[src/inc/ucb_consts.vh]
// constants for the serial port control and data buffer block
// assumes an 8-bit special-function bus with byte and single-bit writes
`ifndef UCB_CONSTS_VH
`define UCB_CONSTS_VH

// special-function addresses
`define UCB_ADDR_CTRL 8'h98
`define UCB_ADDR_DATA 8'h99

// serial_port_control field positions
`define UCB_BIT_MODE 3'h7
`define UCB_BIT_ONE 3'h6
`define UCB_BIT_MCE 3'h5
`define UCB_BIT_REN 3'h4
`define UCB_BIT_TB8 3'h3
`define UCB_BIT_RB8 3'h2
`define UCB_BIT_TI 3'h1
`define UCB_BIT_RI 3'h0

// reset values
`define UCB_CTRL_RESET 8'h40
`define UCB_DATA_RESET 8'h00

// timing: baud timer overflows per bit, last data bit index
`define UCB_OVF_PER_BIT 2
`define UCB_LAST_DATA_BIT 3'h7
`define UCB_TIMER_TOP 8'hff

// transmit buffer shape
`define UCB_FIFO_WIDTH 8
`define UCB_FIFO_DEPTH 8
`define UCB_FIFO_AW 3

`endif

[src/ucb_uart0.v]
// serial port control and data buffer: control register, data buffer,
// transmit and receive frame engines, interrupt request
// assumes the baud timer outside supplies its overflow pulse and counting tick
//
// Operation
// - mode bit 0 gives 8-bit frames, 1 gives 9-bit frames
// - control bit 6 ignores writes and always reads 1
// - 8-bit mode with filter set accepts only frames with stop bit 1
// - 9-bit mode with filter set accepts only frames with ninth bit 1
// - receive enable 0 blocks all reception, 1 allows it
// - 9-bit mode sends ninth transmit bit as ninth data bit
// - ninth receive bit takes stop bit in 8-bit, ninth bit in 9-bit
// - transmit flag set at start of stop bit
// - receive flag set when stop bit of an accepted frame is sampled
// - flags raise interrupt when enabled; only software clears them
// - data buffer write queues a byte for the transmitter; a full queue drops it
// - data buffer read returns receive latch, never transmit data
// - control register at 0x98 with single-bit read-modify-write
// - 8-bit frame is start, eight data bits lsb first, stop
// - 9-bit frame is start, eight data bits, ninth bit, stop
// - receive latch loads only while receive flag is 0
// - bit timing is overflows over two; start edge reloads receive timer
`include "ucb_consts.vh"

module ucb_uart0 (
	input wire SYS_CLK_I,
	input wire RST_I,
	input wire [7:0] SFR_ADDR_I,
	input wire SFR_WR_I,
	input wire [7:0] SFR_WDATA_I,
	input wire SFR_BIT_WR_I,
	input wire [2:0] SFR_BIT_SEL_I,
	input wire SFR_BIT_VAL_I,
	input wire SFR_RD_I,
	output wire [7:0] SFR_RDATA_O,
	output wire TX_READY_O,
	input wire TMR_RUN_I,
	input wire TMR_TICK_I,
	input wire TX_OVF_I,
	input wire [7:0] BAUD_RELOAD_VALUE_I,
	input wire SERIAL_IN_PIN_I,
	output wire SERIAL_OUT_PIN_O,
	input wire INT_EN_I,
	output wire INT_REQ_O
);
	// one-hot frame states, shared by both engines
	localparam [4:0] ST_IDLE = 5'h01;
	localparam [4:0] ST_START = 5'h02;
	localparam [4:0] ST_DATA = 5'h04;
	localparam [4:0] ST_NINTH = 5'h08;
	localparam [4:0] ST_STOP = 5'h10;

	// control fields
	reg mode_ff;
	reg mce_ff;
	reg ren_ff;
	reg tb8_ff;
	reg rb8_ff;
	reg ti_ff;
	reg ri_ff;
	reg [7:0] rx_latch_ff;
	reg [7:0] rdata_ff;
	reg int_ff;

	// transmit engine
	reg [4:0] tx_st_ff;
	reg [7:0] tx_shift_ff;
	reg [2:0] tx_cnt_ff;
	reg tx_half_ff;
	reg txd_ff;
	reg ti_set;

	// receive engine
	reg [4:0] rx_st_ff;
	reg [7:0] rx_shift_ff;
	reg [2:0] rx_cnt_ff;
	reg rx_phase_ff;
	reg rx_prev_ff;
	reg rx_ninth_ff;
	reg ri_set;
	reg rx_accept;
	wire rx_ovf;
	wire rx_start_edge;

	// fifo hookup
	wire fifo_in_valid;
	wire fifo_in_ready;
	wire fifo_out_valid;
	wire [7:0] fifo_out_data;
	wire tx_pop;

	// software view of the control register after this cycle's write
	wire ctrl_hit;
	wire [7:0] ctrl_cur;
	reg [7:0] ctrl_sw;

	// one-bit mask for a bit select, used by bit writes
	function [7:0] bit_mask;
		input [2:0] idx;
		begin
			bit_mask = 8'h01 << idx;
		end
	endfunction

	assign SFR_RDATA_O = rdata_ff;
	assign SERIAL_OUT_PIN_O = txd_ff;
	assign INT_REQ_O = int_ff;
	assign TX_READY_O = fifo_in_ready;

	assign ctrl_hit = (SFR_ADDR_I == `UCB_ADDR_CTRL);
	assign ctrl_cur = {mode_ff, 1'b1, mce_ff, ren_ff, tb8_ff, rb8_ff, ti_ff, ri_ff};

	// byte write replaces all bits; bit write touches exactly one bit
	always @*
	begin
		ctrl_sw = ctrl_cur;
		if (ctrl_hit & SFR_WR_I)
			ctrl_sw = SFR_WDATA_I;
		else if (ctrl_hit & SFR_BIT_WR_I)
		begin
			if (SFR_BIT_VAL_I)
				ctrl_sw = ctrl_cur | bit_mask(SFR_BIT_SEL_I);
			else
				ctrl_sw = ctrl_cur & ~bit_mask(SFR_BIT_SEL_I);
		end
	end

	// control register; hardware set of a flag wins over a software clear
	always @(posedge SYS_CLK_I)
	begin
		if (RST_I)
		begin
			mode_ff <= 1'b0;
			mce_ff <= 1'b0;
			ren_ff <= 1'b0;
			tb8_ff <= 1'b0;
			ti_ff <= 1'b0;
			ri_ff <= 1'b0;
		end
		else
		begin
			// bit 6 is not stored at all, so writes to it vanish
			mode_ff <= ctrl_sw[`UCB_BIT_MODE];
			mce_ff <= ctrl_sw[`UCB_BIT_MCE];
			ren_ff <= ctrl_sw[`UCB_BIT_REN];
			tb8_ff <= ctrl_sw[`UCB_BIT_TB8];
			ti_ff <= ti_set | ctrl_sw[`UCB_BIT_TI];
			ri_ff <= ri_set | ctrl_sw[`UCB_BIT_RI];
		end
	end

	// ninth receive bit: software may write it, an accepted frame overrides
	always @(posedge SYS_CLK_I)
	begin
		if (RST_I)
			rb8_ff <= 1'b0;
		else if (ri_set)
			rb8_ff <= rx_ninth_ff;
		else
			rb8_ff <= ctrl_sw[`UCB_BIT_RB8];
	end

	// read port; the transmit path has no read route at all
	always @(posedge SYS_CLK_I)
	begin
		if (RST_I)
			rdata_ff <= 8'h00;
		else if (SFR_RD_I)
		begin
			if (ctrl_hit)
				rdata_ff <= ctrl_cur;
			else if (SFR_ADDR_I == `UCB_ADDR_DATA)
				rdata_ff <= rx_latch_ff;
			else
				rdata_ff <= 8'h00;
		end
	end

	// interrupt request, one cycle behind the flags
	always @(posedge SYS_CLK_I)
	begin
		if (RST_I)
			int_ff <= 1'b0;
		else
			int_ff <= INT_EN_I & (ti_ff | ri_ff);
	end

	// writes to the data location queue bytes; a full queue refuses them
	assign fifo_in_valid = SFR_WR_I & (SFR_ADDR_I == `UCB_ADDR_DATA);
	assign tx_pop = tx_st_ff[0] & fifo_out_valid;

	ucb_fifo #(
		.WIDTH(`UCB_FIFO_WIDTH),
		.DEPTH(`UCB_FIFO_DEPTH),
		.AW(`UCB_FIFO_AW)
	) u_txq (
		.clk_i(SYS_CLK_I),
		.rst_i(RST_I),
		.in_valid_i(fifo_in_valid),
		.in_ready_o(fifo_in_ready),
		.in_data_i(SFR_WDATA_I),
		.out_valid_o(fifo_out_valid),
		.out_ready_i(tx_pop),
		.out_data_o(fifo_out_data)
	);

	// transmit engine; a bit lasts two timer overflows
	always @(posedge SYS_CLK_I)
	begin
		if (RST_I)
		begin
			tx_st_ff <= ST_IDLE;
			tx_shift_ff <= 8'h00;
			tx_cnt_ff <= 3'h0;
			tx_half_ff <= 1'b0;
			txd_ff <= 1'b1;
			ti_set <= 1'b0;
		end
		else
		begin
			ti_set <= 1'b0;
			if (TX_OVF_I)
				tx_half_ff <= ~tx_half_ff;
			case (tx_st_ff)
				ST_IDLE:
				begin
					txd_ff <= 1'b1;
					if (fifo_out_valid)
					begin
						// start bit goes out at once, ahead of the next overflow pair
						tx_shift_ff <= fifo_out_data;
						tx_cnt_ff <= 3'h0;
						tx_half_ff <= 1'b0;
						txd_ff <= 1'b0;
						tx_st_ff <= ST_START;
					end
				end
				ST_START:
				begin
					if (TX_OVF_I & tx_half_ff)
					begin
						txd_ff <= tx_shift_ff[0];
						tx_st_ff <= ST_DATA;
					end
				end
				ST_DATA:
				begin
					if (TX_OVF_I & tx_half_ff)
					begin
						tx_shift_ff <= {1'b0, tx_shift_ff[7:1]};
						tx_cnt_ff <= tx_cnt_ff + 3'h1;
						if (tx_cnt_ff == `UCB_LAST_DATA_BIT)
						begin
							if (mode_ff)
							begin
								txd_ff <= tb8_ff;
								tx_st_ff <= ST_NINTH;
							end
							else
							begin
								txd_ff <= 1'b1;
								ti_set <= 1'b1;
								tx_st_ff <= ST_STOP;
							end
						end
						else
							txd_ff <= tx_shift_ff[1];
					end
				end
				ST_NINTH:
				begin
					if (TX_OVF_I & tx_half_ff)
					begin
						txd_ff <= 1'b1;
						ti_set <= 1'b1;
						tx_st_ff <= ST_STOP;
					end
				end
				ST_STOP:
				begin
					if (TX_OVF_I & tx_half_ff)
						tx_st_ff <= ST_IDLE;
				end
				default:
				begin
					txd_ff <= 1'b1;
					tx_st_ff <= ST_IDLE;
				end
			endcase
		end
	end

	// falling edge on an idle, enabled line restarts the receive bit grid
	assign rx_start_edge = rx_st_ff[0] & ren_ff & rx_prev_ff & ~SERIAL_IN_PIN_I;

	ucb_rx_timer u_rxtmr (
		.clk_i(SYS_CLK_I),
		.rst_i(RST_I),
		.run_i(TMR_RUN_I),
		.tick_i(TMR_TICK_I),
		.reload_i(BAUD_RELOAD_VALUE_I),
		.force_reload_i(rx_start_edge),
		.ovf_o(rx_ovf)
	);

	// acceptance at the stop sample: flag clear and filter satisfied
	always @*
	begin
		rx_accept = ~ri_ff;
		if (mce_ff & mode_ff & ~rx_ninth_ff)
			rx_accept = 1'b0;
		if (mce_ff & ~mode_ff & ~SERIAL_IN_PIN_I)
			rx_accept = 1'b0;
	end

	// receive engine; first overflow after reload lands mid start bit
	always @(posedge SYS_CLK_I)
	begin
		if (RST_I)
		begin
			rx_st_ff <= ST_IDLE;
			rx_shift_ff <= 8'h00;
			rx_cnt_ff <= 3'h0;
			rx_phase_ff <= 1'b0;
			rx_prev_ff <= 1'b1;
			rx_ninth_ff <= 1'b0;
			rx_latch_ff <= `UCB_DATA_RESET;
			ri_set <= 1'b0;
		end
		else
		begin
			rx_prev_ff <= SERIAL_IN_PIN_I;
			ri_set <= 1'b0;
			if (rx_ovf)
				rx_phase_ff <= ~rx_phase_ff;
			if (~ren_ff)
				rx_st_ff <= ST_IDLE;
			else
			begin
				case (rx_st_ff)
					ST_IDLE:
					begin
						if (rx_start_edge)
						begin
							rx_phase_ff <= 1'b0;
							rx_cnt_ff <= 3'h0;
							rx_st_ff <= ST_START;
						end
					end
					ST_START:
					begin
						// a line back high at mid start bit was a glitch
						if (rx_ovf & ~rx_phase_ff)
							rx_st_ff <= SERIAL_IN_PIN_I ? ST_IDLE : ST_DATA;
					end
					ST_DATA:
					begin
						if (rx_ovf & ~rx_phase_ff)
						begin
							rx_shift_ff <= {SERIAL_IN_PIN_I, rx_shift_ff[7:1]};
							rx_cnt_ff <= rx_cnt_ff + 3'h1;
							if (rx_cnt_ff == `UCB_LAST_DATA_BIT)
								rx_st_ff <= mode_ff ? ST_NINTH : ST_STOP;
						end
					end
					ST_NINTH:
					begin
						if (rx_ovf & ~rx_phase_ff)
						begin
							rx_ninth_ff <= SERIAL_IN_PIN_I;
							rx_st_ff <= ST_STOP;
						end
					end
					ST_STOP:
					begin
						if (rx_ovf & ~rx_phase_ff)
						begin
							// 8-bit frames keep the sampled stop level as the ninth bit
							if (~mode_ff)
								rx_ninth_ff <= SERIAL_IN_PIN_I;
							// overrun: a frame seen with the flag set is dropped
							if (rx_accept)
							begin
								rx_latch_ff <= rx_shift_ff;
								ri_set <= 1'b1;
							end
							rx_st_ff <= ST_IDLE;
						end
					end
					default:
						rx_st_ff <= ST_IDLE;
				endcase
			end
		end
	end
endmodule

[src/ucb_fifo.v]
// synchronous fifo that buffers bytes written for transmission
// assumes one clock and a synchronous active-high reset
`include "ucb_consts.vh"

module ucb_fifo #(
	parameter WIDTH = `UCB_FIFO_WIDTH,
	parameter DEPTH = `UCB_FIFO_DEPTH,
	parameter AW = `UCB_FIFO_AW
) (
	input wire clk_i,
	input wire rst_i,
	input wire in_valid_i,
	output wire in_ready_o,
	input wire [WIDTH-1:0] in_data_i,
	output wire out_valid_o,
	input wire out_ready_i,
	output wire [WIDTH-1:0] out_data_o
);
	reg [WIDTH-1:0] mem [0:DEPTH-1];
	reg [AW-1:0] wr_ptr_ff;
	reg [AW-1:0] rd_ptr_ff;
	reg [AW:0] cnt_ff;
	reg ready_ff;
	wire push;
	wire pop;
	reg [AW:0] nxt_cnt;

	// occupancy at which the queue refuses further bytes
	localparam [AW:0] FULL_CNT = DEPTH;

	// ready is a flop of its own so the top can show it without a gate
	assign in_ready_o = ready_ff;
	assign out_valid_o = (cnt_ff != {(AW+1){1'b0}});
	assign out_data_o = mem[rd_ptr_ff];
	assign push = in_valid_i & ready_ff;
	assign pop = out_valid_o & out_ready_i;

	// occupancy after this cycle's push and pop
	always @*
	begin
		nxt_cnt = cnt_ff;
		if (push & ~pop)
			nxt_cnt = cnt_ff + 1'b1;
		else if (pop & ~push)
			nxt_cnt = cnt_ff - 1'b1;
	end

	// storage has no reset, only the pointers, count and ready flag do
	always @(posedge clk_i)
	begin
		if (push)
			mem[wr_ptr_ff] <= in_data_i;
	end

	// pointers and ready flag kept as flops so ready never glitches
	always @(posedge clk_i)
	begin
		if (rst_i)
		begin
			wr_ptr_ff <= {AW{1'b0}};
			rd_ptr_ff <= {AW{1'b0}};
			cnt_ff <= {(AW+1){1'b0}};
			ready_ff <= 1'b1;
		end
		else
		begin
			if (push)
				wr_ptr_ff <= wr_ptr_ff + 1'b1;
			if (pop)
				rd_ptr_ff <= rd_ptr_ff + 1'b1;
			cnt_ff <= nxt_cnt;
			ready_ff <= (nxt_cnt != FULL_CNT);
		end
	end
endmodule

[src/ucb_rx_timer.v]
// private copy of the 8-bit auto-reload baud timer used by the receiver
// assumes tick_i is the timer counting pulse shared with the transmit timer
`include "ucb_consts.vh"

module ucb_rx_timer (
	input wire clk_i,
	input wire rst_i,
	input wire run_i,
	input wire tick_i,
	input wire [7:0] reload_i,
	input wire force_reload_i,
	output reg ovf_o
);
	reg [7:0] cnt_ff;

	// counts up from the reload value; a start edge restarts the bit grid
	always @(posedge clk_i)
	begin
		if (rst_i)
		begin
			cnt_ff <= 8'h00;
			ovf_o <= 1'b0;
		end
		else if (force_reload_i)
		begin
			cnt_ff <= reload_i;
			ovf_o <= 1'b0;
		end
		else if (run_i & tick_i)
		begin
			if (cnt_ff == `UCB_TIMER_TOP)
			begin
				cnt_ff <= reload_i;
				ovf_o <= 1'b1;
			end
			else
			begin
				cnt_ff <= cnt_ff + 8'h01;
				ovf_o <= 1'b0;
			end
		end
		else
			ovf_o <= 1'b0;
	end
endmodule

[config.mk]
export PLATFORM = sky130hd
export DESIGN_NAME = ucb_uart0
export DESIGN_NICKNAME = d
export VERILOG_FILES = /design/src/ucb_uart0.v /design/src/ucb_fifo.v /design/src/ucb_rx_timer.v
export VERILOG_INCLUDE_DIRS = /design/src /design/src/inc
export SDC_FILE = /design/constraint.sdc
export NUM_CORES = 1
export LEC_CHECK = 0
export ABC_AREA = 1
export BUFFER_PORTS_ARGS = -buffer_cell sky130_fd_sc_hd__clkbuf_2
export CAP_MARGIN = 30
export CORE_MARGIN = 4
export CORE_UTILIZATION = 50
export DETAILED_ROUTE_END_ITERATION = 10
export HOLD_SLACK_MARGIN = 0.05
export PLACE_DENSITY = 0.66
export SETUP_SLACK_MARGIN = 0.15
export SYNTH_ARGS = -nofsm -noshare
export SYNTH_HDL_FRONTEND = slang
export SYNTH_SLANG_ARGS = --single-unit
[constraint.sdc]
create_clock -name SYS_CLK_I -period 2 [get_ports SYS_CLK_I]
set_input_delay 0.1 -clock SYS_CLK_I [delete_from_list [all_inputs] [get_ports SYS_CLK_I]]
set_output_delay 0.1 -clock SYS_CLK_I [all_outputs]
set_load 0.02 [all_outputs]
Yosys cells after proc, flatten, opt, wreduce, memory -nomap -nowiden
Memory sizes are Yosys's and may differ from the RTL's. A register that Yosys moved wholly into a read port is not among the register bits. Cells that the tools add are included.

Add/sub/neg operators: 7. Equal/unequal tests: 29. Shifts and indexed selects: 1. Mux-type cells: 67. Bitwise gates (word level): 38. Reductions and logical operators: 18.

Operators by type and width (count): two-way mux 8 bit (10); two-way mux 5 bit (13); case mux 5 bit (5 select lines) (2); two-way mux 1 bit (27); != test 2 bit, second input constant (13); equality test 8 bit, second input constant (3); two-way mux 3 bit (7); AND 1 bit (19); case mux 8 bit (2 select lines) (1); NOT 1 bit (13); adder 3 x 1 -> 3 bit, second input constant (4); case mux 3 bit (2 select lines) (2); AND reduction 4 bit (3); AND reduction 6 bit (2); equality test 5 x 1 -> 1 bit, second input constant (2); equality test 5 x 2 -> 1 bit, second input constant (2); equality test 5 x 3 -> 1 bit, second input constant (2); equality test 5 x 4 -> 1 bit, second input constant (2); equality test 5 bit, second input constant (2); nonzero test 2 bit (5); adder 8 x 1 -> 8 bit, second input constant (1); AND 8 bit (1); two-way mux 4 bit (2); NOT 8 bit (1); other kinds (16) (21).

Flip-flop bits (word level): 83. RAM bits: 64. Output and inout bits: 11. Memories kept: 1.

Memories: u_txq.mem (depth 8, width 8, read ports 1, clocked after memory_dff 1, write ports 1, RTL line ucb_fifo.v:19) `reg [WIDTH-1:0] mem [0:DEPTH-1];`.

Depth between registers and ports, before layout
Gate-level depths: netlist (run 1).

Word-level depth: 8. Gate-level depth with buffers: 11. Depth with buffers taken out: 11.

Hierarchy
From an unflattened synthesis (run 1), not the netlist that was laid out.

Cell total of the unflattened synthesis: 872. Area total of the unflattened synthesis: 7208.2 um^2.

By module, submodules not included: ucb_uart0 (instances 1, cells an instance 493, area each 3390.8 um^2, sequential area each 1261.2 um^2); ucb_fifo (instances 1, cells an instance 281, area each 3208.1 um^2, sequential area each 2202.1 um^2); ucb_rx_timer (instances 1, cells an instance 98, area each 609.3 um^2, sequential area each 180.2 um^2).

Least setup slack after synthesis (run 1)
OpenSTA, ideal clock, no wires.

Path kind: register to register. Start: register u_txq.ready_ff (netlist: u_txq.in_ready_o). End: memory u_txq.mem[1][0] in the netlist's numbering (enable). Library setup time: 0.383 ns. Arrival time: 1.544 ns. Setup slack: 0.073 ns. Stages on the path, launching flop included: 7. Buffers on the path: 0. Period minus slack after synthesis: 1.927 ns. Cells stage by stage: dfxtp_1 > nand2_1 > inv_1 > nand3_1 > nor2_1 > inv_1 > nor3_1.

Word-level cells in the longest chain between the ends: 3.

Ends and longest elaborated chain: start, declared (RTL line ucb_fifo.v:23) `reg ready_ff;`; start signal, assigned (RTL line ucb_fifo.v:72) `ready_ff <= (nxt_cnt != FULL_CNT);`; AND 1 bit (RTL line ucb_fifo.v:35) `assign push = in_valid_i & ready_ff;`; two-way mux 1 bit (RTL line ucb_fifo.v:51) `if (push)`; two-way mux 1 bit (implied by the code) (RTL line ucb_fifo.v:52) `mem[wr_ptr_ff] <= in_data_i;`; end, declared (RTL line ucb_fifo.v:19).

No other way between the ends.

Worst setup path after layout (run 1)
Start: register tx_st_ff[0]. End: register tx_shift_ff[6].

Word-level cells in the longest chain between the ends: 3. Elaborated cells on any way between the ends: 7. Classes of those cells: eq/ne (4); mux (1); reduce/logical (2).

Ends and longest elaborated chain: start, declared (RTL line ucb_uart0.v:66) `reg [4:0] tx_st_ff;`; start signal, assigned (RTL line ucb_uart0.v:212) `tx_st_ff <= ST_IDLE;`; start signal, assigned (RTL line ucb_uart0.v:235) `tx_st_ff <= ST_START;`; start signal, assigned (RTL line ucb_uart0.v:243) `tx_st_ff <= ST_DATA;`; equality test 5 x 3 -> 1 bit or equality test 5 x 1 -> 1 bit (tied branches) (RTL line ucb_uart0.v:224) `case (tx_st_ff)`; != test 2 bit (no line) or nonzero test 2 bit (tied branches); AND reduction 3 bit (no line); end signal, assigned (RTL line ucb_uart0.v:231) `tx_shift_ff <= fifo_out_data;`; end signal, assigned (RTL line ucb_uart0.v:250) `tx_shift_ff <= {1'b0, tx_shift_ff[7:1]};`; end, declared (RTL line ucb_uart0.v:67) `reg [7:0] tx_shift_ff;`.

Several ways; a longest one is shown, not always the timed one. A chain may end at the register's enable or synchronous reset.

==> reports/summary.txt, run 1 <==
Min Clock Period, post-route - 1700 ps
CTS tree - yes
Most common cell after layout, fill and taps aside - nand2_1
Gp weighted congestion - 0.849
Post-synthesis sequential area ratio - 52.6%
Core Box Area - 13400 um2
Vias in the first global route - 5752
Share of layout cells above drive strength 1 - 17.0%
Simple-gate share of the synthesized area - 26.1%
Final instance area - 8240 um2
Ys Warns - 0
H-tree Lvls - 4
Cell Pwr Density - 1120 nW/um2
Max-Cap Viols - 0
Final Setup Violations - 0
Area of the mapped netlist - 6930 um2
Leak - 0.00346 uW
Peak supply drop - 651 uV
Hold Crit Endpoint - u_txq.mem[6][4]$_DFFE_PP_
Top_reg_cell synth - dfxtp_1
Avg WL per Cell - 15.5 um
PortBufs - 48
Antenna violations before repair - 0
Met3 wire length - 681 um
Most frequent cells in the layout - nand2_1 (161), nand3_1 (92), nor2_1 (84)
Worst-path clk slew - 60 ps
Worst Hold Class - in2reg
Reg2reg path depth - 7
Synth area leader - edfxtp_1
Post-Synth Adder-Cell Area - 1.99%
RSZ-0062 raised after global routing - no
Avg Inst Size Synth - 8.42 um2
Final Hold Fails - 0
Slew margin rel. - 65.7%
EDFF count, synth - 64
Drt first pass iters - 5
CP Data Required Time - 2360 ps
Die Span Y - 126 um
FF-to-FF setup slack - 300 ps
Initial Utilization - 51.7%
Netlist cell types - 40
Compound-Gate Fraction of Synth Area - 11.8%
Synth top area share - 27.7%
Vias per inst - 5.38
Crit Path Class - reg2reg
Die Width - 126 um
Worst-path fanout max - 11
Max Clk Rate - 0.589 GHz
Startpoint of the worst hold path - SFR_WDATA_I[4]
DR WL met2 - 8200 um
P&R area growth vs syn - 18.8%
Highest Signal Layer - met4
WP data arrival - 2060 ps
Fin Hold WS - 58.5 ps
Status - finished, final reports clean
Flop and latch count out of synthesis - 150
Diodes inserted - 0
Period Utilization, post-route - 85.0%
Post-Route WL - 16900 um
Via Count - 5864
I/O pin count - 49
Capturing element type of the critical path - register
Largest family of logic cells by synthesized area - simple AND/OR/NAND/NOR gates
Final nets - 949
FFs w/ async S/R, synth - 0%
R2R Path Start - tx_st_ff[0]$_SDFFE_PP1P_
Bufs on Longest Clock Path - 2
Clk_lat worst skew - 430 ps
Clock tree sinks - 150
Root Buffer - clkbuf_16
Synth area leaders - edfxtp_1 (28%), dfxtp_1 (25%), nand2_1 (8.8%)
Largest net degree at the start of global routing - 53
Synth Area in XOR/XNOR - 0.632%
Multiplexer share of the synthesized area - 0%
Final setup TNS - 0 ps
Crit path from - tx_st_ff[0]$_SDFFE_PP1P_
Worst-margin pin slew - 515 ps
Max Slew Vio Count - 0
Post-Syn Instances - 823
First-pass GRT wire length - 27500 um
WL met1 - 7550 um
Syn_nets - 872
FP Rows - 42
Die area - 15800 um2
Reg-to-Reg End - tx_shift_ff[6]$_SDFFE_PP0P_
Critical path startpoint category - register
All-Layer GR Usage - 21.7%
Iteration-0 DRC count of the detailed router - 491
Hpwl dp - 11200 um
Num CTS Buffers - 17
Grt total ovfl - 0
DRC viols - 0
Antenna-violating nets left - 0
Total power - 9260 uW
Clock skew - 10.5 ps
Hold path depth - 1
Dpl cell area - 7370 um2
synth_stat cells, types with 2 or more instances:
cell        n
nand2_1   162
nand3_1    93
dfxtp_1    86
nor2_1     84
inv_1      81
edfxtp_1   64
o21ai_0    59
a21oi_1    43
clkbuf_1   13
nand4_1    12
ha_1       11
nor2_2     11
a21oi_2    10
nand2_2    10
nor3_1     10
buf_2       9
o211ai_1    9
inv_2       8
o21ai_1     7
o221ai_1    6
nor2_4      5
buf_6       4
xor2_1      4
a31oi_1     2
clkinv_1    2
nor3_2      2
or2_0       2
or2_2       2
metal layers:
| layer | global-route usage, % | vias up |
|---|---|---|
| met5 | 0 | - |
| met4 | 9.65 | 0 |
| met3 | 5.33 | 30 |
| met2 | 35.7 | 131 |
| met1 | 27.3 | 2778 |
| li1 | - | 2925 |
worst max path at each step:
stage                                        endpoint  cells after the start
after global placement      u_txq.mem[2][5]$_DFFE_PP_                      9
after detailed placement    u_txq.mem[2][5]$_DFFE_PP_                      9
after global routing        u_txq.mem[3][1]$_DFFE_PP_                      7
after CTS                 tx_shift_ff[6]$_SDFFE_PP0P_                     10
after floorplan             u_txq.mem[1][0]$_DFFE_PP_                      6
final                     tx_shift_ff[6]$_SDFFE_PP0P_                      7
report_power, final:
group,leakage (uW),switching (uW),internal (uW)
Combinational,0.00187,1570,831
Sequential,0.00128,180,3400
Clock,0.000306,1240,2030
through the flow:
stage | worst slack, ps | cells | util, %
after CTS | 169 | 1086 | 61.0
after floorplan | 72.7 | 823 | -
after detailed placement | 170 | 1036 | 55.0
after global placement | 218 | 1036 | 55.0
after global routing | 171 | 1089 | 61.5
final | 301 | 1089 | 61.5
cell families (layout without fill, tap and decap cells):
kind of cell             after synthesis  after routing
AND/OR/NAND/NOR                      399            399
adder cells (fa/ha/maj)               11             11
buffers and inverters                117            206
AO/OA/AOI/OAI                        141            142
XOR/XNOR                               5              5
flip-flops                           150            150
worst max-delay path, stage by stage, from the launching register on:
cell and delay, ps:
dfxtp_1 390, nor2_2 200, nand3_2 230, nand2_1 290
o211ai_4 190, nor2_1 130, nand2_1 70, a21oi_2 120
layout make-up:
cell class	instances	area, um2
clock buffers	24	544
clock inverters	8	80.1
fillers	1179	5160
inverters	91	342
multi-input cells	557	2860
flip-flops and latches	150	3650
well taps	176	220
repair buffers	83	548
state kept, by name, summed over array words and instances, names as in the netlist, 3 cells and up, named ones only:
register and flops:
u_txq.mem 64, SFR_RDATA_O 8, rx_latch_ff 8, rx_shift_ff 8, tx_shift_ff 8, u_rxtmr.cnt_ff 8
rx_st_ff 5, tx_st_ff 5, u_txq.cnt_ff 4, rx_cnt_ff 3, tx_cnt_ff 3, u_txq.rd_ptr_ff 3
u_txq.wr_ptr_ff 3
timing repair:
item / CTS / global route
gates resized for setup: 0 / 9
setup buffers: 0 / 2
hold endpoints to repair: 54 / 0
hold buffers: 18 / 0
endpoints found under the setup margin: 0 / 29
Note: power is estimated with default switching activity, not from simulation.
==> inputs of run 2 (changes only) <==
ABC_AREA = 0   (was 1)
PLACE_DENSITY = 0.69   (was 0.66)
clock period = 1.37 ns   (was 2 ns; I/O delays follow)
==> reports/summary.txt, run 2 <==
Worst-path clk slew - 70 ps (about the same)
Iteration-0 DRC count of the detailed router - 439 (-11%)
Multi-input logic area - 3720 um2 (+30%)
Sw frac - 30.7% (-1.6 points)
Core Box Area - 13300 um2 (-0.78%)
Min Clock Period, post-route - 1930 ps (+232 ps)
Final Hold Fails - 0 (unchanged)
Final instance area - 10200 um2 (+24%)
Max Slew Vio Count - 0 (unchanged)
Post-route insts no fill - 1040 (-4.5%)
Ys Warns - 0 (unchanged)
Initial Utilization - 51.4% (-0.33 points)
Root Buffer - clkbuf_16
Capturing element type of the critical path - register
FP Rows - 42 (unchanged)
Clk pwr share - 31.6% (-3.8 points)
Worst-path fanout max - 5 (-6)
RSZ-0062 raised after global routing - yes
Bufs on Longest Clock Path - 2 (unchanged)
Syn_nets - 677 (-22%)
Hpwl dp - 11800 um (+5.1%)
Die Span Y - 125 um (-0.66%)
Max reg flops - 64 (unchanged)
Via Count - 5911 (+0.80%)
Antenna-violating nets left - 0 (unchanged)
Simple-gate share of the synthesized area - 17.5% (-8.6 points)
Area of the mapped netlist - 6840 um2 (-1.4%)
Netlist cell types - 69 (+73%)
CTS tree - yes
EDFF count, synth - 64 (unchanged)
Die area - 15600 um2 (-1.3%)
Synth Area in XOR/XNOR - 1.41% (+0.78 points)
Total internal power - 10400 uW (+65%)
Clock tree sinks - 150 (unchanged)
Most frequent cells after synthesis - dfxtp_1 (86), nor2_1 (66), edfxtp_1 (64)
Cell Pwr Density - 1460 nW/um2 (+30%)
WP data arrival - 2290 ps (+230 ps)
Grt total ovfl - 0 (unchanged)
Final nets - 900 (-5.2%)
Register with the most flip-flops - u_txq.mem
Most frequent cells in the layout - buf_4 (122), dfxtp_1 (68), edfxtp_1 (64)
P&R area growth vs syn - 50.0%
Worst-margin pin slew - 586 ps (+71.5 ps)
Post-Synth Adder-Cell Area - 2.01% (+0.028 points)
Avg WL per Cell - 18.6 um (+21%)
Largest family of logic cells by synthesized area - simple AND/OR/NAND/NOR gates
Setup WS post-layout - -561 ps (-862 ps)
Num CTS Buffers - 17 (unchanged)
Drt first pass iters - 5 (unchanged)
Period Utilization, post-route - 141% (+56 points)
Diodes inserted - 0 (unchanged)
First-pass GRT wire length - 30200 um (+9.8%)
Synth area leaders - edfxtp_1 (28%), dfxtp_1 (25%), mux2i_1 (6.2%)
FFs w/ async S/R, synth - 0% (unchanged)
Fin Hold WS - 0.0272 ps (-58.5 ps)
Register Area - 3690 um2 (+1.2%)
Gp weighted congestion - 0.858 (+1.1%)
H-tree Lvls - 4 (unchanged)
Avg Inst Size Synth - 10.9 um2 (+29%)
Clk_lat worst skew - 430 ps (about the same)
Inst Count DP - 957 (-7.6%)
Vias in the first global route - 6091 (+5.9%)
Hold buffers post-CTS - 18 (unchanged)
Worst Hold Class - in2reg
CP Data Required Time - 1730 ps (-630 ps)
Slew margin rel. - 60.8% (-4.8 points)
I/O pin count - 49 (unchanged)
Failing checks - setup timing
Top_reg_cell synth - dfxtp_1
Final Setup Violations - 127 (+127)
Count leader, synth - dfxtp_1
Clock skew - 11.4 ps (+0.838 ps)
Dpl cell area - 8660 um2 (+18%)
Share of layout cells above drive strength 1 - 46.8% (+30 points)
Post-synthesis sequential area ratio - 53.3% (+0.75 points)
Die Width - 125 um (-0.66%)
Synth area leader - edfxtp_1
Most common cell after layout, fill and taps aside - buf_4
FILL cells - 781 (-34%)
All-Layer GR Usage - 24.1% (+2.3 points)
Compound-Gate Fraction of Synth Area - 11.3% (-0.53 points)
Critical path startpoint category - register
Antenna violations before repair - 0 (unchanged)
Peak supply drop - 965 uV (+48%)
Largest net degree at the start of global routing - 32 (-40%)
DRC viols - 0 (unchanged)
Multiplexer share of the synthesized area - 11.4% (+11 points)
Vias per inst - 5.68 (+5.6%)
Leak - 0.00387 uW (+12%)
PortBufs - 48 (unchanged)
Max Clk Rate - 0.518 GHz (-12%)
Max-Cap Viols - 0 (unchanged)
Synth top area share - 28.1% (+0.40 points)
Post-Route WL - 19400 um (+15%)
Final core utilization - 77.1% (+16 points)
Reg power frac - 34.4% (-4.3 points)
Switch Pwr - 4600 uW (+54%)
Status - complete, but fails checks
Logic pwr share - 34.0% (+8.0 points)
Post-Syn Instances - 628 (-24%)
Crit Path Class - reg2reg
Flop and latch count out of synthesis - 150 (unchanged)
==> run 2: changes by cell type after synthesis, sizes merged, moves of 28 or more <==
| cell | delta |
|---|---|
| nor2 | -34 |
| nand2 | -131 |
| nand3 | -71 |
| mux2i | +42 |
| o21ai | -54 |
| mux2 | +28 |
| inv | -77 |
==> run 2: logic make-up after synthesis <==
family                     count (synthesis)
buffers and inverters                     46
xor gates and xnor gates                  11
muxes                                     72
adders and majority gates                 11
AOI/OAI and AO/OA                        112
DFF                                      150
and+or+nand+nor                          226
==> run 2: through the flow <==
step                setup slack [ps]  TNS [ps]  total power (uW)
floorplan                       -484    -21270              7540
global placement                -478    -31990              8830
detailed placement              -497    -34360              8980
CTS                             -536    -25090             14300
global route                    -593    -34360             15600
finish                          -561    -27850             15000
==> run 2: metal layers <==
| metal | up-vias | track usage [%] | share of wire, % | wire, um |
|---|---|---|---|---|
| met5 | - | 0 | 0 | 0 |
| met4 | 0 | 8.74 | 3.1 | 595 |
| met3 | 54 | 5.32 | 4.2 | 812 |
| met2 | 182 | 43.8 | 52 | 10100 |
| met1 | 2888 | 27.8 | 40 | 7850 |
| li1 | 2787 | - | - | - |
==> run 2: critical path, cell delays in order (launching register included) <==
cell     delay, ps
dfxtp_4        360
inv_4           40
ha_4           150
nor3b_4        140
or3_4          360
a211o_4        360
or3_1          330
a21oi_2        130
==> run 2: final timing paths <==
check / startpoint / endpoint / slack (ps) / cells after the start
worst max-delay path: u_txq.cnt_ff[0]$_SDFF_PP0_ / tx_cnt_ff[0]$_SDFFE_PP0P_ / -560 / 7
worst min-delay path: TX_OVF_I / tx_half_ff$_SDFF_PP0_ / 0.03 / 3
worst max register to register: u_txq.cnt_ff[0]$_SDFF_PP0_ / tx_cnt_ff[0]$_SDFFE_PP0P_ / -560 / 7
worst min register to register: SFR_RDATA_O[1]$_SDFFE_PP0P_ / SFR_RDATA_O[1]$_SDFFE_PP0P_ / 470 / 2
==> run 2: timing repair <==
| action | 4_1_cts | 5_1_grt |
|---|---|---|
| pin swaps | 38 | 34 |
| endpoints found under the hold margin | 76 | 1 |
| cloned | 2 | 0 |
| endpoints found under the setup margin | 135 | 136 |
| gates resized for setup | 90 | 45 |
| setup buffers | 20 | 11 |
==> run 2: power by group through the flow <==
stage | combinational [uW] | clock [uW] | sequential [uW]
after floorplan | 2320 | 0 | 5220
after global placement | 3610 | 0 | 5220
after detailed placement | 3750 | 0 | 5230
after CTS | 4390 | 4760 | 5140
after global routing | 5430 | 4980 | 5180
final | 5090 | 4720 | 5150
==> run 2: final cells by class <==
cell class / instances / share of cell area, %
sequential: 150 / 36.0
clock inverter: 14 / 1.59
multi-input combinational: 432 / 36.3
inverter: 12 / 0.464
clock buffer: 18 / 4.19
timing repair buffer: 238 / 19.3
tap: 176 / 2.15
